File: src/logic/eia_pkg.sv
/*
 * Shared constants for the input function assignment block: register map,
 * function codes, polarity codes, reset values and timing.
 * Assumes a 200 MHz core clock and a 12-bit AXI4-Lite byte address.
 */
package eia_pkg;
   // =========================================================================
   // Sizes
   localparam int NUM_IN = 8;
   localparam int ADDR_W = 12;
   localparam int IRQ_W = 4;
   localparam int CNT_W = 18;

   // =========================================================================
   // Function and polarity codes
   localparam logic [7:0] FN_FAULT_CLEAR = 8'h12;
   localparam logic [7:0] FN_JOG = 8'h06;
   localparam logic [7:0] FN_HARD_STOP = 8'h40;
   localparam logic [7:0] FN_NONE = 8'hFF;
   localparam logic POL_NO = 1'b0;
   localparam logic POL_NC = 1'b1;

   // =========================================================================
   // Values after reset
   localparam logic [7:0] RST_FUNC_IN1 = FN_FAULT_CLEAR;
   localparam logic [7:0] RST_FUNC_IN3 = FN_JOG;
   localparam logic [7:0] RST_FUNC_OTHER = FN_NONE;
   localparam logic RST_POL = POL_NO;
   localparam logic [IRQ_W-1:0] RST_IRQ_MASK = 4'h0;

   // =========================================================================
   // Register offsets; the copy window repeats the function and polarity map.
   localparam logic [ADDR_W-1:0] ADDR_STATUS = 12'h000;
   localparam logic [ADDR_W-1:0] ADDR_IRQ_STAT = 12'h004;
   localparam logic [ADDR_W-1:0] ADDR_IRQ_MASK = 12'h008;
   localparam logic [ADDR_W-1:0] ADDR_FUNC_BASE = 12'h010;
   localparam logic [ADDR_W-1:0] ADDR_POL_BASE = 12'h030;
   localparam logic [ADDR_W-1:0] ADDR_COPY_OFS = 12'h100;

   // Status and interrupt bit positions.
   localparam int ST_SWITCH = 0;
   localparam int ST_TRIP = 1;
   localparam int ST_COPY_ERR = 2;
   localparam int IRQ_FORCED = 0;
   localparam int IRQ_REFUSED = 1;
   localparam int IRQ_COPY_ERR = 2;
   localparam int IRQ_TRIP = 3;

   // AXI responses.
   localparam logic [1:0] RESP_OKAY = 2'h0;
   localparam logic [1:0] RESP_SLVERR = 2'h2;

   // =========================================================================
   // Timing: the copy error indication is shown for a short while.
   localparam int CLK_PERIOD_NS = 5;
   localparam int COPY_ERR_SHOW_NS = 1000000;
   localparam int COPY_ERR_SHOW_CYC = COPY_ERR_SHOW_NS / CLK_PERIOD_NS;

   // Matches the word address of entry i of a register group.
   function automatic logic reg_hit(input logic [ADDR_W-1:0] a,
                                    input logic [ADDR_W-1:0] base, input int i);
      reg_hit = (a == base + ADDR_W'(4 * i));
   endfunction
endpackage

File: src/logic/eia_sync.sv
/*
 * Two flip-flop synchroniser for a bundle of independent levels.
 * Assumes each bit is a slow level; no bundle coherence is given.
 */
`timescale 1ns/1ps
module eia_sync #(
   parameter int W = 1
) (
   input wire logic core_clk_i, // Core clock.
   input wire logic rst_n_i, // Synchronous reset, active low.
   input wire logic [W-1:0] async_i, // Levels from outside the domain.
   output logic [W-1:0] sync_o // Levels safe to use.
);
   logic [W-1:0] meta_r;
   logic [W-1:0] meta_nxt;
   logic [W-1:0] sync_nxt;

   // =========================================================================
   // The first stage feeds only the second stage.
   always_comb begin
      meta_nxt = async_i;
      sync_nxt = meta_r;
   end

   always_ff @(posedge core_clk_i) begin
      if (!rst_n_i) begin
         meta_r <= '0;
         sync_o <= '0;
      end else begin
         meta_r <= meta_nxt;
         sync_o <= sync_nxt;
      end
   end
endmodule

File: src/logic/eia_axil_slave.sv
/*
 * AXI4-Lite slave front end. Turns bus traffic into a one-cycle write strobe
 * and a combinational read lookup into the register file next to it.
 * Assumes the register file answers rd_data_i and the ok flags in the same cycle.
 */
`timescale 1ns/1ps
module eia_axil_slave (
   input wire logic core_clk_i, // Core clock.
   input wire logic rst_n_i, // Synchronous reset, active low.
   input wire logic [eia_pkg::ADDR_W-1:0] awaddr_i, // Write address.
   input wire logic awvalid_i, // Write address valid.
   output logic awready_o, // Write address ready.
   input wire logic [31:0] wdata_i, // Write data.
   input wire logic [3:0] wstrb_i, // Write byte strobes.
   input wire logic wvalid_i, // Write data valid.
   output logic wready_o, // Write data ready.
   output logic [1:0] bresp_o, // Write response.
   output logic bvalid_o, // Write response valid.
   input wire logic bready_i, // Write response ready.
   input wire logic [eia_pkg::ADDR_W-1:0] araddr_i, // Read address.
   input wire logic arvalid_i, // Read address valid.
   output logic arready_o, // Read address ready.
   output logic [31:0] rdata_o, // Read data.
   output logic [1:0] rresp_o, // Read response.
   output logic rvalid_o, // Read data valid.
   input wire logic rready_i, // Read data ready.
   output logic wr_en_o, // One-cycle register write strobe.
   output logic [eia_pkg::ADDR_W-1:0] wr_addr_o, // Address of that write.
   output logic [31:0] wr_data_o, // Data of that write.
   output logic [3:0] wr_strb_o, // Strobes of that write.
   input wire logic wr_ok_i, // Write address is mapped.
   output logic [eia_pkg::ADDR_W-1:0] rd_addr_o, // Read lookup address.
   input wire logic [31:0] rd_data_i, // Read lookup data.
   input wire logic rd_ok_i // Read address is mapped.
);
   logic aw_have_r, aw_have_nxt, w_have_r, w_have_nxt;
   logic [eia_pkg::ADDR_W-1:0] awaddr_r, awaddr_nxt;
   logic [31:0] wdata_r, wdata_nxt, rdata_nxt;
   logic [3:0] wstrb_r, wstrb_nxt;
   logic bvalid_nxt, rvalid_nxt, aw_ok, w_ok;
   logic [1:0] bresp_nxt, rresp_nxt;

   // =========================================================================
   // Address and data are held apart so they may arrive in either order.
   always_comb begin
      awready_o = !aw_have_r && !bvalid_o;
      wready_o = !w_have_r && !bvalid_o;
      arready_o = !rvalid_o;
      aw_ok = aw_have_r || (awvalid_i && awready_o);
      w_ok = w_have_r || (wvalid_i && wready_o);
      wr_addr_o = aw_have_r ? awaddr_r : awaddr_i;
      wr_data_o = w_have_r ? wdata_r : wdata_i;
      wr_strb_o = w_have_r ? wstrb_r : wstrb_i;
      wr_en_o = aw_ok && w_ok && !bvalid_o;
      rd_addr_o = araddr_i;
      aw_have_nxt = aw_ok && !wr_en_o;
      w_have_nxt = w_ok && !wr_en_o;
      awaddr_nxt = wr_addr_o;
      wdata_nxt = wr_data_o;
      wstrb_nxt = wr_strb_o;
      bvalid_nxt = wr_en_o || (bvalid_o && !bready_i);
      bresp_nxt = bresp_o;
      if (wr_en_o) begin
         bresp_nxt = wr_ok_i ? eia_pkg::RESP_OKAY : eia_pkg::RESP_SLVERR;
      end
      rvalid_nxt = rvalid_o && !rready_i;
      rdata_nxt = rdata_o;
      rresp_nxt = rresp_o;
      if (arvalid_i && arready_o) begin
         rvalid_nxt = 1'b1;
         rdata_nxt = rd_ok_i ? rd_data_i : 32'h0000_0000;
         rresp_nxt = rd_ok_i ? eia_pkg::RESP_OKAY : eia_pkg::RESP_SLVERR;
      end
   end

   always_ff @(posedge core_clk_i) begin
      if (!rst_n_i) begin
         aw_have_r <= 1'b0;
         w_have_r <= 1'b0;
         awaddr_r <= '0;
         wdata_r <= 32'h0000_0000;
         wstrb_r <= 4'h0;
         bvalid_o <= 1'b0;
         bresp_o <= eia_pkg::RESP_OKAY;
         rvalid_o <= 1'b0;
         rdata_o <= 32'h0000_0000;
         rresp_o <= eia_pkg::RESP_OKAY;
      end else begin
         aw_have_r <= aw_have_nxt;
         w_have_r <= w_have_nxt;
         awaddr_r <= awaddr_nxt;
         wdata_r <= wdata_nxt;
         wstrb_r <= wstrb_nxt;
         bvalid_o <= bvalid_nxt;
         bresp_o <= bresp_nxt;
         rvalid_o <= rvalid_nxt;
         rdata_o <= rdata_nxt;
         rresp_o <= rresp_nxt;
      end
   end
endmodule

File: src/logic/eia_top.sv
/*
 * Function and polarity assignment for the intelligent inputs, with the
 * hardware emergency stop enable switch, trip latch and interrupt logic.
 * Assumes the switch and the input lines are asynchronous pins, and that
 * software reaches the settings over AXI4-Lite; the copy window carries
 * settings that arrive from a settings copy rather than from the panel.
 */
// Overview of operation
// RULE1: Switch off: inputs one and three freely set; defaults fault clear, jog, open.
// RULE2: Switch on: force input one fault clear/open, three hard stop/closed, refuse changes.
// RULE3: Any input set to fault clear keeps its polarity normally open.
// RULE4: Input three set to hard stop keeps its polarity normally closed.
// RULE5: Switch turning on clears fault clear from every other input.
// RULE6: Cleared assignments stay cleared after the switch returns off.
// RULE7: Panel writes of hard stop to input three are always refused.
// RULE8: Switch turning on writes hard stop into input three by itself.
// RULE9: After switch off, input one and polarities kept, input three unassigned, writable.
// RULE10: Copy while switch on skips inputs one and three, shows copy error briefly.
// RULE11: Emergency stop enabled and input three line inactive trips the hard stop fault.
// RULE12: Only input one's line being active clears the hard stop fault, whatever its function.
// RULE13: Switch level is synchronised; forcing happens once per off-to-on edge.
`timescale 1ns/1ps
module eia_top #(
   parameter int COPY_ERR_CYC = eia_pkg::COPY_ERR_SHOW_CYC
) (
   input wire logic core_clk_i, // Core clock, 200 MHz.
   input wire logic rst_n_i, // Synchronous reset, active low.
   input wire logic [eia_pkg::ADDR_W-1:0] awaddr_i, // AXI write address.
   input wire logic awvalid_i, // AXI write address valid.
   output logic awready_o, // AXI write address ready.
   input wire logic [31:0] wdata_i, // AXI write data.
   input wire logic [3:0] wstrb_i, // AXI write strobes.
   input wire logic wvalid_i, // AXI write data valid.
   output logic wready_o, // AXI write data ready.
   output logic [1:0] bresp_o, // AXI write response.
   output logic bvalid_o, // AXI write response valid.
   input wire logic bready_i, // AXI write response ready.
   input wire logic [eia_pkg::ADDR_W-1:0] araddr_i, // AXI read address.
   input wire logic arvalid_i, // AXI read address valid.
   output logic arready_o, // AXI read address ready.
   output logic [31:0] rdata_o, // AXI read data.
   output logic [1:0] rresp_o, // AXI read response.
   output logic rvalid_o, // AXI read data valid.
   input wire logic rready_i, // AXI read data ready.
   input wire logic safety_slide_switch_i, // Emergency stop enable switch pin.
   input wire logic [eia_pkg::NUM_IN-1:0] in_pins_i, // Input terminal lines.
   output logic [eia_pkg::NUM_IN-1:0][7:0] in_func_o, // Function per input.
   output logic [eia_pkg::NUM_IN-1:0] in_pol_o, // Polarity per input.
   output logic hard_stop_fault_o, // Emergency stop trip latched.
   output logic gate_enable_o, // Output switching allowed.
   output logic copy_error_o, // Copy error indication.
   output logic irq_o // Level interrupt.
);
   localparam int I1 = 0;
   localparam int I3 = 2;

   logic wr_en, wr_ok, rd_ok, copy, sw_s, pin1_s, pin3_s;
   logic [eia_pkg::ADDR_W-1:0] wr_addr, rd_addr, wofs;
   logic [31:0] wr_data, rd_data;
   logic [3:0] wr_strb;
   logic [eia_pkg::NUM_IN-1:0] pins_s;
   logic [eia_pkg::NUM_IN-1:0][7:0] func_r, func_nxt;
   logic [eia_pkg::NUM_IN-1:0] pol_r, pol_nxt;
   logic [eia_pkg::IRQ_W-1:0] irq_stat_r, irq_stat_nxt, irq_mask_r, irq_mask_nxt, ev, w1c;
   logic sw_d_r, sw_d_nxt, trip_r, trip_nxt, sw_rise, sw_fall, trip_set;
   logic [eia_pkg::CNT_W-1:0] cnt_r, cnt_nxt;

   // =========================================================================
   // Bus front end.
   eia_axil_slave u_bus (
      .core_clk_i(core_clk_i), .rst_n_i(rst_n_i),
      .awaddr_i(awaddr_i), .awvalid_i(awvalid_i), .awready_o(awready_o),
      .wdata_i(wdata_i), .wstrb_i(wstrb_i), .wvalid_i(wvalid_i),
      .wready_o(wready_o), .bresp_o(bresp_o), .bvalid_o(bvalid_o),
      .bready_i(bready_i), .araddr_i(araddr_i), .arvalid_i(arvalid_i),
      .arready_o(arready_o), .rdata_o(rdata_o), .rresp_o(rresp_o),
      .rvalid_o(rvalid_o), .rready_i(rready_i), .wr_en_o(wr_en),
      .wr_addr_o(wr_addr), .wr_data_o(wr_data), .wr_strb_o(wr_strb),
      .wr_ok_i(wr_ok), .rd_addr_o(rd_addr), .rd_data_i(rd_data), .rd_ok_i(rd_ok)
   );

   // =========================================================================
   // Pin synchronisers; the switch shares them with the input lines.
   eia_sync #(.W(eia_pkg::NUM_IN + 1)) u_sync (
      .core_clk_i(core_clk_i), .rst_n_i(rst_n_i),
      .async_i({safety_slide_switch_i, in_pins_i}),
      .sync_o({sw_s, pins_s})
   );

   // Edges come from the synchronised level against its own last sample.
   always_comb begin
      pin1_s = pins_s[I1];
      pin3_s = pins_s[I3];
      sw_d_nxt = sw_s;
      sw_rise = sw_s && !sw_d_r; // see RULE13
      sw_fall = !sw_s && sw_d_r;
   end

   // =========================================================================
   // Settings, interrupt and trip next state.
   always_comb begin
      func_nxt = func_r;
      pol_nxt = pol_r;
      irq_mask_nxt = irq_mask_r;
      ev = '0;
      w1c = '0;
      wr_ok = 1'b0;
      copy = (wr_addr & eia_pkg::ADDR_COPY_OFS) != '0;
      wofs = wr_addr & ~eia_pkg::ADDR_COPY_OFS;
      if (wr_en) begin
         if (!copy && wr_addr == eia_pkg::ADDR_IRQ_MASK) begin
            wr_ok = 1'b1;
            if (wr_strb[0]) begin
               irq_mask_nxt = wr_data[eia_pkg::IRQ_W-1:0];
            end
         end
         if (!copy && wr_addr == eia_pkg::ADDR_IRQ_STAT) begin
            wr_ok = 1'b1;
            if (wr_strb[0]) begin
               w1c = wr_data[eia_pkg::IRQ_W-1:0];
            end
         end
         for (int i = 0; i < eia_pkg::NUM_IN; i++) begin
            if (eia_pkg::reg_hit(wofs, eia_pkg::ADDR_FUNC_BASE, i) ||
                eia_pkg::reg_hit(wofs, eia_pkg::ADDR_POL_BASE, i)) begin
               wr_ok = 1'b1;
               if (sw_d_r && (i == I1 || i == I3)) begin
                  // Locked while the emergency stop is enabled.
                  ev[eia_pkg::IRQ_COPY_ERR] = copy; // see RULE10
                  ev[eia_pkg::IRQ_REFUSED] = !copy; // see RULE2
               end else if (eia_pkg::reg_hit(wofs, eia_pkg::ADDR_FUNC_BASE, i)) begin
                  if (!copy && i == I3 && wr_data[7:0] == eia_pkg::FN_HARD_STOP) begin
                     ev[eia_pkg::IRQ_REFUSED] = 1'b1; // see RULE7
                  end else if (wr_strb[0]) begin
                     func_nxt[i] = wr_data[7:0]; // see RULE1
                  end
               end else if (wr_strb[0]) begin
                  pol_nxt[i] = wr_data[0]; // see RULE1
               end
            end
         end
      end
      // Forcing is applied after the bus so an edge wins over a same-cycle write.
      if (sw_rise) begin
         for (int i = 0; i < eia_pkg::NUM_IN; i++) begin
            if (i != I1 && i != I3 && func_nxt[i] == eia_pkg::FN_FAULT_CLEAR) begin
               func_nxt[i] = eia_pkg::FN_NONE; // see RULE5
            end
         end
         func_nxt[I1] = eia_pkg::FN_FAULT_CLEAR; // see RULE2
         pol_nxt[I1] = eia_pkg::POL_NO;
         func_nxt[I3] = eia_pkg::FN_HARD_STOP; // see RULE8
         pol_nxt[I3] = eia_pkg::POL_NC;
         ev[eia_pkg::IRQ_FORCED] = 1'b1;
      end
      // Only input three's function is released; nothing cleared comes back.
      if (sw_fall) begin // see RULE6
         func_nxt[I3] = eia_pkg::FN_NONE; // see RULE9
      end
      for (int i = 0; i < eia_pkg::NUM_IN; i++) begin
         if (func_nxt[i] == eia_pkg::FN_FAULT_CLEAR) begin
            pol_nxt[i] = eia_pkg::POL_NO; // see RULE3
         end
      end
      if (func_nxt[I3] == eia_pkg::FN_HARD_STOP) begin
         pol_nxt[I3] = eia_pkg::POL_NC; // see RULE4
      end
      // A de-energised line three trips; an open wire reads low as well.
      trip_set = sw_s && !pin3_s; // see RULE11
      // Clearing needs input one's line active; its function is not checked and the bus has no path here.
      trip_nxt = trip_set || (trip_r && !(pin1_s ^ pol_r[I1])); // see RULE12
      ev[eia_pkg::IRQ_TRIP] = trip_set && !trip_r;
      // A set in the same cycle as its clear is kept.
      irq_stat_nxt = (irq_stat_r & ~w1c) | ev;
      cnt_nxt = cnt_r;
      if (ev[eia_pkg::IRQ_COPY_ERR]) begin
         cnt_nxt = eia_pkg::CNT_W'(COPY_ERR_CYC); // see RULE10
      end else if (cnt_r != '0) begin
         cnt_nxt = cnt_r - 1'b1;
      end
   end

   // =========================================================================
   // Settings registers.
   always_ff @(posedge core_clk_i) begin
      if (!rst_n_i) begin
         for (int i = 0; i < eia_pkg::NUM_IN; i++) begin
            func_r[i] <= eia_pkg::RST_FUNC_OTHER;
            pol_r[i] <= eia_pkg::RST_POL;
         end
         func_r[I1] <= eia_pkg::RST_FUNC_IN1; // see RULE1
         func_r[I3] <= eia_pkg::RST_FUNC_IN3;
         irq_stat_r <= '0;
         irq_mask_r <= eia_pkg::RST_IRQ_MASK;
         sw_d_r <= 1'b0;
         trip_r <= 1'b0;
         cnt_r <= '0;
      end else begin
         func_r <= func_nxt;
         pol_r <= pol_nxt;
         irq_stat_r <= irq_stat_nxt;
         irq_mask_r <= irq_mask_nxt;
         sw_d_r <= sw_d_nxt;
         trip_r <= trip_nxt;
         cnt_r <= cnt_nxt;
      end
   end

   // =========================================================================
   // Read lookup and outputs.
   always_comb begin
      rd_data = 32'h0000_0000;
      rd_ok = 1'b1;
      if (rd_addr == eia_pkg::ADDR_STATUS) begin
         rd_data[eia_pkg::ST_SWITCH] = sw_d_r;
         rd_data[eia_pkg::ST_TRIP] = trip_r;
         rd_data[eia_pkg::ST_COPY_ERR] = cnt_r != '0;
      end else if (rd_addr == eia_pkg::ADDR_IRQ_STAT) begin
         rd_data[eia_pkg::IRQ_W-1:0] = irq_stat_r;
      end else if (rd_addr == eia_pkg::ADDR_IRQ_MASK) begin
         rd_data[eia_pkg::IRQ_W-1:0] = irq_mask_r;
      end else begin
         rd_ok = 1'b0;
         for (int i = 0; i < eia_pkg::NUM_IN; i++) begin
            if (eia_pkg::reg_hit(rd_addr, eia_pkg::ADDR_FUNC_BASE, i)) begin
               rd_ok = 1'b1;
               rd_data[7:0] = func_r[i];
            end
            if (eia_pkg::reg_hit(rd_addr, eia_pkg::ADDR_POL_BASE, i)) begin
               rd_ok = 1'b1;
               rd_data[0] = pol_r[i];
            end
         end
      end
      in_func_o = func_r;
      in_pol_o = pol_r;
      hard_stop_fault_o = trip_r;
      gate_enable_o = !trip_r; // see RULE11
      copy_error_o = cnt_r != '0;
      irq_o = |(irq_stat_r & irq_mask_r);
   end

   logic pol_bad, other_rs, panel_emr, copy_locked, free_wr1;
   always_comb begin
      pol_bad = 1'b0;
      other_rs = 1'b0;
      for (int i = 0; i < eia_pkg::NUM_IN; i++) begin
         pol_bad |= func_r[i] == eia_pkg::FN_FAULT_CLEAR && pol_r[i] != eia_pkg::POL_NO;
         other_rs |= i != I1 && i != I3 && func_r[i] == eia_pkg::FN_FAULT_CLEAR;
      end
      panel_emr = wr_en && !copy && eia_pkg::reg_hit(wofs, eia_pkg::ADDR_FUNC_BASE, I3) &&
                  wr_data[7:0] == eia_pkg::FN_HARD_STOP && !sw_rise && !sw_fall;
      copy_locked = wr_en && copy && sw_d_r &&
                    (eia_pkg::reg_hit(wofs, eia_pkg::ADDR_FUNC_BASE, I1) ||
                     eia_pkg::reg_hit(wofs, eia_pkg::ADDR_POL_BASE, I3));
      // A free write to input one, from the panel or a copy, while the switch is off.
      free_wr1 = wr_en && !sw_d_r && !sw_rise && wr_strb[0] &&
                 eia_pkg::reg_hit(wofs, eia_pkg::ADDR_FUNC_BASE, I1);
   end
endmodule

File: config.mk
export PLATFORM = sky130hd
export DESIGN_NAME = eia_top
export DESIGN_NICKNAME = d
export VERILOG_FILES = /design/src/logic/eia_pkg.sv /design/src/logic/eia_sync.sv /design/src/logic/eia_axil_slave.sv /design/src/logic/eia_top.sv
export SDC_FILE = /design/constraint.sdc
export NUM_CORES = 1
export LEC_CHECK = 0
export ABC_AREA = 1
export BUFFER_PORTS_ARGS = -buffer_cell sky130_fd_sc_hd__clkbuf_2
export CAP_MARGIN = 40
export CELL_PAD_IN_SITES_DETAIL_PLACEMENT = 0
export CELL_PAD_IN_SITES_GLOBAL_PLACEMENT = 1
export CORE_MARGIN = 4
export CORE_UTILIZATION = 43
export CTS_CLUSTER_DIAMETER = 40
export DETAILED_ROUTE_END_ITERATION = 10
export MAX_ROUTING_LAYER = met4
export PLACE_DENSITY = 0.91
export SLEW_MARGIN = 0
export SYNTH_ARGS = -nofsm -noshare
export SYNTH_HDL_FRONTEND = slang
export SYNTH_HIERARCHICAL = 1
export SYNTH_SLANG_ARGS = --single-unit
File: constraint.sdc
create_clock -name core_clk_i -period 3.57 [get_ports core_clk_i]
set_input_delay 0.357 -clock core_clk_i [delete_from_list [all_inputs] [get_ports core_clk_i]]
set_output_delay 0.357 -clock core_clk_i [all_outputs]
set_load 0.01 [all_outputs]
=== After elaboration in Yosys (flattened, before gate mapping) ===
Index checks and enable logic that the tools add are counted.

* Bits in registers: 179
* Bits in latches: 0
* Memory bits (writable): 0
* Memory bits (read-only): 0
* Bits of input ports: 76
* Output and inout port bits: 117
* Logic and storage cells: 304
* Memories kept: 0

* Add/sub/neg operators: 1
* $mul: 0
* Divide/modulo/power cells: 0
* $lt $le $gt $ge: 0
* Equal/unequal tests: 54
* Shifts and indexed selects: 0
* Muxes and demuxes: 133
* Bitwise gates (word level): 14
* Reduce and logical (&&, ||, !) cells: 68

{| class="wikitable"
|+ Operators with widths
! cell !! count
|-
| $mux 8 || 53
|-
| $mux 64 || 2
|-
| $eq 8x5->1 const B || 14
|-
| $eq 12x6->1 const B || 8
|-
| $eq 11x6->1 const B || 8
|-
| $mux 1 || 59
|-
| $eq 12x5->1 const B || 4
|-
| $eq 12x7->1 const B || 4
|-
| $eq 11x5->1 const B || 4
|-
| $eq 11x7->1 const B || 4
|-
| $mux 18 || 2
|-
| $mux 4 || 7
|-
| $eq 12x3->1 const B || 2
|-
| $eq 12x4->1 const B || 2
|-
| $reduce_and 4->1 || 6
|-
| $logic_and 1x1->1 || 19
|-
| $reduce_bool 18->1 || 1
|-
| $sub 18x1->18 const B || 1
|-
| $eq 8x7->1 const B || 2
|-
| $reduce_or 2->1 || 7
|-
| $logic_not 1->1 || 13
|-
| $logic_not 12->1 || 1
|-
| $logic_or 1x1->1 || 12
|-
| $mux 12 || 1
|-
| other kinds (16) || 34
|}

=== Depth between registers and ports, before layout ===
Gate-level depths: netlist of the first run.

* Word-level depth: 30
* Depth in mapped cells: 26
* Gate-level depth less buffers: 25

=== By module ===
Netlist of the first run, hierarchy kept.

{| class="wikitable"
|+ Modules (own cells, without submodules)
! module !! instances !! cells each !! area an instance (sq um)
|-
| eia_top || 1 || 898 || 5868.1
|-
| eia_axil_slave || 1 || 443 || 3321.9
|-
| eia_sync || 1 || 56 || 529.3
|}

=== Worst setup path before layout of the first run ===
Ideal clock, no wire load.

* Path kind: reg-to-reg
* Start: register u_bus.aw_have_r
* End: register pol_r (netlist bit in_pol_o[6])
* Setup time: 0.121 ns
* Data arrival time: 2.327 ns
* Data required time: 3.449 ns
* Setup slack: 1.122 ns
* Stages on the path, launching flop included: 19
* Buffers on the path: 1
* Path through: dfxtp_1 -> inv_1 -> buf_2 -> nand2_1 -> nand2_1 -> nor2_1 -> inv_2 -> nor3_4 -> inv_2 -> nor2_1 -> inv_2 -> nor2_4 -> inv_2 -> o21ai_1 -> inv_2 -> nor2_2 -> inv_1 -> o41ai_2 -> inv_1

* Elaborated cells on any way between the ends: 20

{| class="wikitable"
|+ RTL lines
! element !! RTL line !! text
|-
| from (decl) || eia_axil_slave.sv:36 || <nowiki>logic aw_have_r, aw_have_nxt, w_have_r, w_have_nxt;</nowiki>
|-
| from (signal assigned) || eia_axil_slave.sv:89 || <nowiki>aw_have_r <= aw_have_nxt;</nowiki>
|-
| $mux 12 (*) || eia_axil_slave.sv:51 || <nowiki>wr_addr_o = aw_have_r ? awaddr_r : awaddr_i;</nowiki>
|-
| via wr_addr (one bit) || eia_top.sv:58 || <nowiki>logic [eia_pkg::ADDR_W-1:0] wr_addr, rd_addr, wofs;</nowiki>
|-
| $eq 11x6->1 or $eq 11x7->1 (tied branches) || eia_pkg.sv:62 || <nowiki>reg_hit = (a == base + ADDR_W'(4 * i));</nowiki>
|-
| $mux 8 or $logic_or 1x1->1 (tied branches) || eia_top.sv:131, eia_top.sv:124 ||
|-
| $mux 8 || eia_top.sv:124 || <nowiki>if (eia_pkg::reg_hit(wofs, eia_pkg::ADDR_FUNC_BASE, i) ||</nowiki>
|-
| $mux 64 || eia_top.sv:110 || <nowiki>if (wr_en) begin</nowiki>
|-
| $eq 8x5->1 || eia_top.sv:146 || <nowiki>if (i != I1 && i != I3 && func_nxt[i] == eia_pkg::FN_FAULT_CLEAR) begin</nowiki>
|-
| $mux 8 || eia_top.sv:146 ||
|-
| $mux 64 || eia_top.sv:144 || <nowiki>if (sw_rise) begin</nowiki>
|-
| $eq 8x5->1 || eia_top.sv:161 || <nowiki>if (func_nxt[i] == eia_pkg::FN_FAULT_CLEAR) begin</nowiki>
|-
| $reduce_or 2->1 (no line) || - ||
|-
| to (signal, indexed assignment) || eia_top.sv:189 || <nowiki>pol_r[i] <= eia_pkg::RST_POL;</nowiki>
|-
| to (signal assigned) || eia_top.sv:200 || <nowiki>pol_r <= pol_nxt;</nowiki>
|-
| to (decl) || eia_top.sv:63 || <nowiki>logic [eia_pkg::NUM_IN-1:0] pol_r, pol_nxt;</nowiki>
|}

The timed path passes the listed nets; every way through them passes the cells marked *.
A chain may end at the register's enable or synchronous reset.

=== Worst setup path in the final report of the first run ===
* Start: register u_bus.w_have_r
* End: register func_r (netlist bit in_func_o[58])

* Word-level cells in the longest chain between the ends: 10
* Elaborated cells on any way between the ends: 15

{| class="wikitable"
|+ RTL lines
! element !! RTL line !! text
|-
| from (decl) || eia_axil_slave.sv:36 ||
|-
| from (signal assigned) || eia_axil_slave.sv:90 || <nowiki>w_have_r <= w_have_nxt;</nowiki>
|-
| $logic_not 1->1 || eia_axil_slave.sv:47 || <nowiki>wready_o = !w_have_r && !bvalid_o;</nowiki>
|-
| $logic_and 1x1->1 || eia_axil_slave.sv:47 ||
|-
| $logic_and 1x1->1 || eia_axil_slave.sv:50 || <nowiki>w_ok = w_have_r || (wvalid_i && wready_o);</nowiki>
|-
| $logic_or 1x1->1 (*) || eia_axil_slave.sv:50 ||
|-
| $logic_and 1x1->1 (*) (2 in series) || eia_axil_slave.sv:54 || <nowiki>wr_en_o = aw_ok && w_ok && !bvalid_o;</nowiki>
|-
| via wr_en || eia_top.sv:57 || <nowiki>logic wr_en, wr_ok, rd_ok, copy, sw_s, pin1_s, pin3_s;</nowiki>
|-
| $mux 64 (*) || eia_top.sv:110 ||
|-
| $eq 8x5->1 || eia_top.sv:146 ||
|-
| $mux 8 || eia_top.sv:146 ||
|-
| $mux 64 (*) || eia_top.sv:144 ||
|-
| to (signal, indexed assignment) || eia_top.sv:188 || <nowiki>func_r[i] <= eia_pkg::RST_FUNC_OTHER;</nowiki>
|-
| to (signal, indexed assignment) || eia_top.sv:191 || <nowiki>func_r[I1] <= eia_pkg::RST_FUNC_IN1;</nowiki>
|-
| to (signal, indexed assignment) || eia_top.sv:192 || <nowiki>func_r[I3] <= eia_pkg::RST_FUNC_IN3;</nowiki>
|-
| to (decl) || eia_top.sv:62 || <nowiki>logic [eia_pkg::NUM_IN-1:0][7:0] func_r, func_nxt;</nowiki>
|}

Marks and branches as above.

==> run summary, run 1 <==
Mapped Cells - 1,223
routability cong. - 1.00
worst path required time - 3940 ps
number of global-route vias before repair - 7,623
worst setup margin - 504 ps
Hold Crit Class - input pin to flop
Max clock buf depth - 2
total die area - 21,800 um2
ANT nets after route - 0
Hold Startpoint - in_pins_i[0]
pwr/cell area - 471 nW/um2
share of cells above drive strength 1 - 0.202
area grow syn2layout - 19.3%
final WL - 26,600 um
DP Area - 9440 um2
leakage power - 4.84 nW
first-pass iteration count of the detailed router - 8
WP data arrival - 3440 ps
fin nets - 1,473
GRT Total Usage - 0.249
total number of vias - 8,491
DR WL/cell - 15.9 um
Design Area, Final - 10,000 um2
worst skew pair latency - 430 ps
gr ovfl total - 0
min cycle time layout - 3070 ps
io pins - 193
drt first-iter violations - 541
CP Launch Type - flop
RSZ-0062 raised after global routing - no
MaxCap Viol Count - 0
CP startpoint - u_bus/w_have_r
largest net degree at the start of global routing - 44
CTS Root Cell - clkbuf_16
DRC - 0
achievable frequency - 326 MHz
clk sink count - 165
initial antenna violation count - 0
dpl ws - 595 ps
status - finished, final reports clean
Setup-failing EPs final - 0
die width - 148 um
fin cells - 1,669
antenna cell count - 0
Final Skew - 9.76 ps
post-CTS setup buffer count - 0
Slew HR - 0.516
IO Port Bufs - 157
# hold bufs at CTS - 0
# fillers - 1,934
CORE AREA - 19,000 um2
first-pass GRT wire length - 41,400 um
Rows - 50
clk slew on worst S/H paths - 70 ps
r2r startpoint - u_bus/w_have_r
final hold violation count - 0
number of buffers created by CTS - 17
average vias per placed instance - 5.09
CTS tree - done
Cells after DPL - 1,637
CP Capture Type - flop
H-tree Lvls - 4
Worst Path Class, Setup - flop to flop
worst slew pin tran - 725 ps
post-CTS resize count - 0
Max VDD drop - 0.000315 V
Die Y-Extent - 148 um
mean area per synthesized cell - 6.86 um2
Finished Core Util - 0.528
HPWL after DPL - 20,500 um
TNS Setup - 0 ps
Starting Density - 0.442
final cycle utilization of the critical path - 0.859
Max Slew Vio Count - 0
Synth Warn # - 6
Cell Area, Synth - 8390 um2
crit-path max FO - 14
## layout make-up
class / instances / area [um2] / area share
Multi-Input combinational cell: 853 / 4160 / 0.416
Sequential cell: 165 / 3300 / 0.330
Timing Repair Buffer: 181 / 978 / 0.0978
Inverter: 178 / 668 / 0.0668
Clock buffer: 18 / 439 / 0.0439
Tap cell: 260 / 325 / 0.0325
Clock inverter: 14 / 128 / 0.0128
## worst max-delay path, cell delays in order, from the launching register on
cell	delay (ps)
dfxtp_1	660
o21ai_0	200
nor2_2	180
nand2_2	230
inv_2	260
nand3_1	440
o21ai_0	420
nand4_1	160
nor2_1	180
nand2_1	70
nand2_1	70
inv_2	80
nand2_1	60
## layout by cell type (no fill, tap or decap), types with 4 or more instances in the layout
cell        instances
conb_1             26
nor3_2              4
a221oi_1            5
o22ai_1             7
a21oi_1           101
nor3_1             25
clkbuf_2          157
clkbuf_16          17
o21ai_1            16
clkinvlp_4          4
nor2_2             11
o211ai_1           11
nand2_1           335
nor4_1              4
nand4_1            24
a211oi_1            7
a31oi_1             4
o21ai_0            77
or2_2              12
nand2_2             4
mux2i_1             6
inv_2              20
o221ai_1            6
nor2_1             86
dfxtp_1           165
o21a_1              4
inv_1             156
nand3_1            39
buf_4              23
## report_power, final
group | switching, mW | internal [mW] | leakage [nW]
sequential | 0.0859 | 1.96 | 1.34
combinational | 0.601 | 0.291 | 3.22
clock | 0.791 | 0.983 | 0.269
total | 1.48 | 3.23 | 4.84
## flip-flops by register name (all words and copies together), names as in the netlist, 3 cells and up
name,count
irq_mask_r,4
in_pol_o,8
in_func_o,64
u_sync/meta_r,3
u_bus/wdata_r,8
u_sync/sync_o,3
u_bus/rdata_o,32
u_bus/awaddr_r,12
irq_stat_r,4
cnt_r,18
## through the flow
stage | hold slack (ps) | power [mW]
after floorplan | 390 | 2.72
after global placement | 398 | 2.95
after detailed placement | 396 | 2.96
after CTS | 90.5 | 4.74
after global routing | 97.4 | 4.95
final | 106 | 4.71
## final timing paths
kind,cells after the start,end,slack [ps]
setup reg to reg,12,in_func_o[58],500
setup / recovery,12,in_func_o[58],500
hold reg to reg,2,u_sync/sync_o[8],410
hold / removal,3,u_sync/meta_r[0],110
## layer usage
layer	up-vias	share of wire	track usage
met1	3806	0.45	0.332
met4	0	0.036	0.0923
met5	-	0	-
met3	60	0.075	0.0490
li1	4287	-	-
met2	338	0.44	0.376
Power figures use the tool's default switching activity.
==> run 2: changes to the inputs <==
--- a/config.mk
+++ b/config.mk
@@ -15,7 +15,7 @@
 export CTS_CLUSTER_DIAMETER = 40
 export DETAILED_ROUTE_END_ITERATION = 10
 export MAX_ROUTING_LAYER = met4
-export PLACE_DENSITY = 0.91
+export PLACE_DENSITY_LB_ADDON = 0.1
 export SLEW_MARGIN = 0
 export SYNTH_ARGS = -nofsm -noshare
 export SYNTH_HDL_FRONTEND = slang
==> run 2 against run 1 <==
  * First-iteration DRC count grew 16%
  * Hold slack lost 8.1 ps
  * Global-route usage grew 0.80 points
  * Fmax up 1.4%
  * Clock power hardly changed
  * Largest power group unchanged
  * Critical path depth grew 5
  * Register-to-register slack improved by 40 ps
==> run summary, run 2 (synthesis results as in run 1) <==
worst path required time - 3930 ps
MaxCap Viol Count - 0
Crit path top cell by count - nand2_1
IO Port Bufs - 157
GRT Total Usage - 0.257
CP Launch Type - flop
WP data arrival - 3380 ps
Starting Density - 0.442
crit-path max FO - 13
share of cells above drive strength 1 - 0.203
TNS Setup - 0 ps
Die Y-Extent - 148 um
RSZ-0062 raised after global routing - no
antenna cell count - 0
CTS Root Cell - clkbuf_16
die width - 148 um
commonest non-fill, non-tap cell in the layout - nand2_1
Rows - 50
Worst Path Class, Setup - flop to flop
first-pass GRT wire length - 42,500 um
total number of vias - 8,355
routability cong. - 0.961
dpl ws - 734 ps
gr ovfl total - 0
# fillers - 2,014
largest net degree at the start of global routing - 39
Max Slew Vio Count - 0
CTS tree - done
clk slew on worst S/H paths - 70 ps
achievable frequency - 331 MHz
DR WL/cell - 16.4 um
final hold violation count - 0
number of flip-flops under the largest register name - 64
Max clock buf depth - 2
Cells after DPL - 1,639
drt first-iter violations - 629
pwr/cell area - 472 nW/um2
average vias per placed instance - 5.00
CP max stage cell - nor2_1
# hold bufs at CTS - 0
FF-to-FF setup slack - 550 ps
min cycle time layout - 3020 ps
commonest cells after routing, fill and taps aside - nand2_1 (335), dfxtp_1 (165), clkbuf_2 (157)
Hold Crit Class - input pin to flop
fin nets - 1,475
initial antenna violation count - 0
post-CTS setup buffer count - 0
DRC - 0
ANT nets after route - 0
worst skew pair latency - 440 ps
total die area - 21,800 um2
Setup-failing EPs final - 0
leakage power - 4.84 nW
number of buffers created by CTS - 17
DP Area - 9440 um2
post-CTS resize count - 0
area grow syn2layout - 19.3%
CORE AREA - 19,000 um2
fin cells - 1,670
Largest stage delay, worst path - 330 ps
final cycle utilization of the critical path - 0.846
H-tree Lvls - 4
Max VDD drop - 0.000388 V
Slew HR - 0.518
first-pass iteration count of the detailed router - 5
worst setup margin - 548 ps
Finished Core Util - 0.528
Final Skew - 28.2 ps
Critical Path, Cell by Cell - inv_1 > nand2_1 > nand2_1 > inv_2 > nor3_4 > inv_2 > nor2_1 > nand2_1 > inv_1 > nand2_1 > o21ai_0 > nand4_1 > nor2_1 > nand2_1 > nand2_1 > inv_2 > nand2_1
io pins - 193
clk sink count - 165
CP Capture Type - flop
number of global-route vias before repair - 7,585
final WL - 27,300 um
worst slew pin tran - 717 ps
status - finished, final reports clean
Design Area, Final - 10,000 um2
HPWL after DPL - 21,000 um
## run 2: changes by cell type in the layout (fill, tap and decap cells not counted), sizes merged
cell and delta:
clkinvlp -1, buf +2, clkinv -1, inv +1
## run 2: worst paths after layout
check / startpoint / to / cells after the start
worst max-delay path: u_bus/aw_have_r / in_func_o[39] / 17
worst min register to register: u_sync/meta_r[0] / u_sync/sync_o[0] / 2
worst min-delay path: in_pins_i[0] / u_sync/meta_r[0] / 3
worst max register to register: u_bus/aw_have_r / in_func_o[39] / 17
## run 2: critical path, delay by kind of cell, from the launching register on
family	cells	cell delay, ps
DFF	1	310
AOI/OAI and AO/OA	1	120
and+or+nand+nor	11	1820
buffers and inverters	5	680
## run 2: area by class of cell
class | count | area (um2) | area share
inverter | 178 | 668 | 0.0668
timing repair buffer | 183 | 981 | 0.0981
clock buffer | 18 | 439 | 0.0439
multi-input combinational | 853 | 4160 | 0.416
sequential | 165 | 3300 | 0.330
clock inverter | 13 | 123 | 0.0123
tap | 260 | 325 | 0.0325
## run 2: power breakdown
part	switching (mW)	internal, mW	leakage (nW)
sequential	0.0846	1.96	1.34
combinational	0.604	0.290	3.22
clock	0.806	0.984	0.271
## run 2: routing by layer
layer,vias up,part of all wire,GRT usage
met5,-,0,-
met4,0,0.022,0.0774
met3,32,0.072,0.0521
met2,284,0.45,0.395
met1,3741,0.46,0.344
li1,4298,-,-
## run 2: metrics by stage
stage / power, mW / hold WS [ps]
final: 4.72 / 97.9
after global routing: 4.99 / 107
after CTS: 4.77 / 89.7
after detailed placement: 2.97 / 395
after global placement: 2.97 / 397
after floorplan: 2.72 / 390
==> run 3: changes to the inputs <==
--- a/config.mk
+++ b/config.mk
@@ -5,13 +5,13 @@
 export SDC_FILE = /design/constraint.sdc
 export NUM_CORES = 1
 export LEC_CHECK = 0
-export ABC_AREA = 1
+export ABC_AREA = 0
 export BUFFER_PORTS_ARGS = -buffer_cell sky130_fd_sc_hd__clkbuf_2
 export CAP_MARGIN = 40
 export CELL_PAD_IN_SITES_DETAIL_PLACEMENT = 0
 export CELL_PAD_IN_SITES_GLOBAL_PLACEMENT = 1
 export CORE_MARGIN = 4
-export CORE_UTILIZATION = 43
+export CORE_UTILIZATION = 42
 export CTS_CLUSTER_DIAMETER = 40
 export DETAILED_ROUTE_END_ITERATION = 10
 export MAX_ROUTING_LAYER = met4
==> constraint.sdc (replaced) <==
create_clock -name core_clk_i -period 3 [get_ports core_clk_i]
set_input_delay 0.3 -clock core_clk_i [delete_from_list [all_inputs] [get_ports core_clk_i]]
set_output_delay 0.3 -clock core_clk_i [all_outputs]
set_load 0.01 [all_outputs]
==> run 3 against run 2 <==
  * Die area down 1.7%
  * Global-route usage fell by 2.0 points
  * Design area decreased by 2.2%
  * Register-to-register slack got worse by 370 ps
  * Via count decreased by 13%
  * Sequential share of layout area up 0.76 points
  * Sequential power up 19%
  * Fmax up 7.2%
  * Hold slack better by 8.5 ps
  * Critical path type unchanged
  * Critical endpoint is now in_func_o[37]
==> run summary, run 3 <==
largest net degree at the start of global routing - 87
Critical Path, Cell by Cell - buf_4 > mux2_2 > nand3_1 > or4_1 > or4_1 > nand3_2 > o21ai_2 > a21oi_4 > nand2_1
Finished Core Util - 0.521
achievable frequency - 355 MHz
final cycle utilization of the critical path - 0.940
worst skew pair latency - 430 ps
Crit path depth - 9
antenna cell count - 0
die width - 146 um
number of flip-flops under the largest register name - 64
gr ovfl total - 0
DRC - 0
Setup-failing EPs final - 0
commonest cells after routing, fill and taps aside - dfxtp_1 (164), clkbuf_2 (157), nand2_1 (118)
Mapped Cells - 920
WP data arrival - 3130 ps
Rows - 50
average vias per placed instance - 5.41
IO Port Bufs - 157
Starting Density - 0.429
H-tree Lvls - 4
pwr/cell area - 565 nW/um2
crit-path max FO - 11
Synth Warn # - 6
worst path required time - 3310 ps
clk sink count - 165
DR WL/cell - 18.7 um
number of global-route vias before repair - 6,660
CTS Root Cell - clkbuf_16
CP startpoint - u_bus/aw_have_r
CP Capture Type - flop
ANT nets after route - 0
WP buf/inv - 1
area grow syn2layout - 21.6%
Slew HR - 0.433
drt first-iter violations - 538
Crit path top cell by count - or4_1
total number of vias - 7,247
FF-to-FF setup slack - 180 ps
GRT Total Usage - 0.237
final hold violation count - 0
Final Skew - 9.59 ps
Worst Path Class, Setup - flop to flop
min cycle time layout - 2820 ps
routability cong. - 0.869
clk slew on worst S/H paths - 70 ps
CP Launch Type - flop
mean area per synthesized cell - 8.74 um2
fin cells - 1,340
first-pass GRT wire length - 39,300 um
CP delay by family, top - simple AND/OR/NAND/NOR gates
RSZ-0062 raised after global routing - no
Cells after DPL - 1,308
Die Y-Extent - 146 um
worst setup margin - 180 ps
dpl ws - 58.0 ps
first-pass iteration count of the detailed router - 5
leakage power - 3.99 nW
Max Slew Vio Count - 0
number of buffers created by CTS - 17
Hold Crit Depth - 2
total die area - 21,400 um2
CTS tree - done
io pins - 193
share of cells above drive strength 1 - 0.267
R2R depth - 9
Tot Pwr - 5.53 mW
Critical Path End - in_func_o[37]
Cell Area, Synth - 8040 um2
# hold bufs at CTS - 0
Largest stage delay, worst path - 590 ps
Hold Crit Class - input pin to flop
R2R Path End - in_func_o[37]
status - finished, final reports clean
HPWL after DPL - 18,000 um
worst slew pin tran - 850 ps
Max VDD drop - 0.000388 V
CP max stage cell - or4_1
r2r startpoint - u_bus/aw_have_r
fin nets - 1,170
commonest non-fill, non-tap cell in the layout - dfxtp_1
initial antenna violation count - 0
final WL - 25,100 um
Max clock buf depth - 2
MaxCap Viol Count - 0
TNS Setup - 0 ps
CORE AREA - 18,800 um2
==> run 3: changes by cell type in the layout (fill, tap and decap cells not counted), sizes merged, moves of 17 or more <==
cell | previous run | this run
inv | 180 | 19
nor2 | 101 | 75
o21ai | 95 | 43
nand4 | 24 | 1
a21boi | 1 | 33
mux2i | 6 | 58
and2 | 0 | 32
nand2 | 340 | 118
a21oi | 104 | 42
mux2 | 0 | 24
buf | 26 | 50
nor4b | 1 | 18
==> run 3: power breakdown <==
group	total [mW]	switching, mW	internal (mW)	leakage [nW]
Clock	2.16	0.992	1.17	0.287
Sequential	2.42	0.101	2.32	1.34
Combinational	0.951	0.562	0.389	2.36
==> run 3: area by class of cell <==
| class | instances | area (um2) |
|---|---|---|
| Fill cell | 1855 | 8990 |
| Clock buffer | 17 | 425 |
| Tap cell | 234 | 293 |
| Inverter | 11 | 41.3 |
| Multi-Input combinational cell | 691 | 4400 |
| Clock inverter | 15 | 143 |
| Timing Repair Buffer | 207 | 1170 |
| Sequential cell | 165 | 3300 |
==> run 3: per-layer routing <==
| metal | vias up | routed length, um | track usage |
|---|---|---|---|
| met5 | - | 0 | - |
| li1 | 3581 | - | - |
| met4 | 0 | 266 | 0.0461 |
| met2 | 233 | 11300 | 0.349 |
| met1 | 3417 | 12100 | 0.345 |
| met3 | 16 | 1390 | 0.0431 |
==> run 3: worst min path at each step <==
stage,from,endpoint,slack [ps]
3_5_place_dp,u_sync/meta_r[2],u_sync/sync_o[2],420
3_3_place_gp,u_sync/meta_r[2],u_sync/sync_o[2],420
5_1_grt,in_pins_i[2],u_sync/meta_r[2],100
2_1_floorplan,u_sync/meta_r[2],u_sync/sync_o[2],410
4_1_cts,in_pins_i[2],u_sync/meta_r[2],90
6_report,in_pins_i[0],u_sync/meta_r[0],110
==> run 3: what timing repair did <==
action	4_1_cts	5_1_grt
resized for setup	0	3
buffers inserted	0	0
hold endpoints to repair	0	0
endpoints found under the setup margin	0	41
==> run 3: through the flow <==
stage | area, um2 | hold WS (ps)
detailed placement | 9200 | 418
global route | 9780 | 99.5
CTS | 9770 | 92.3
global placement | 9200 | 420
finish | 9780 | 106
floorplan | 8130 | 412
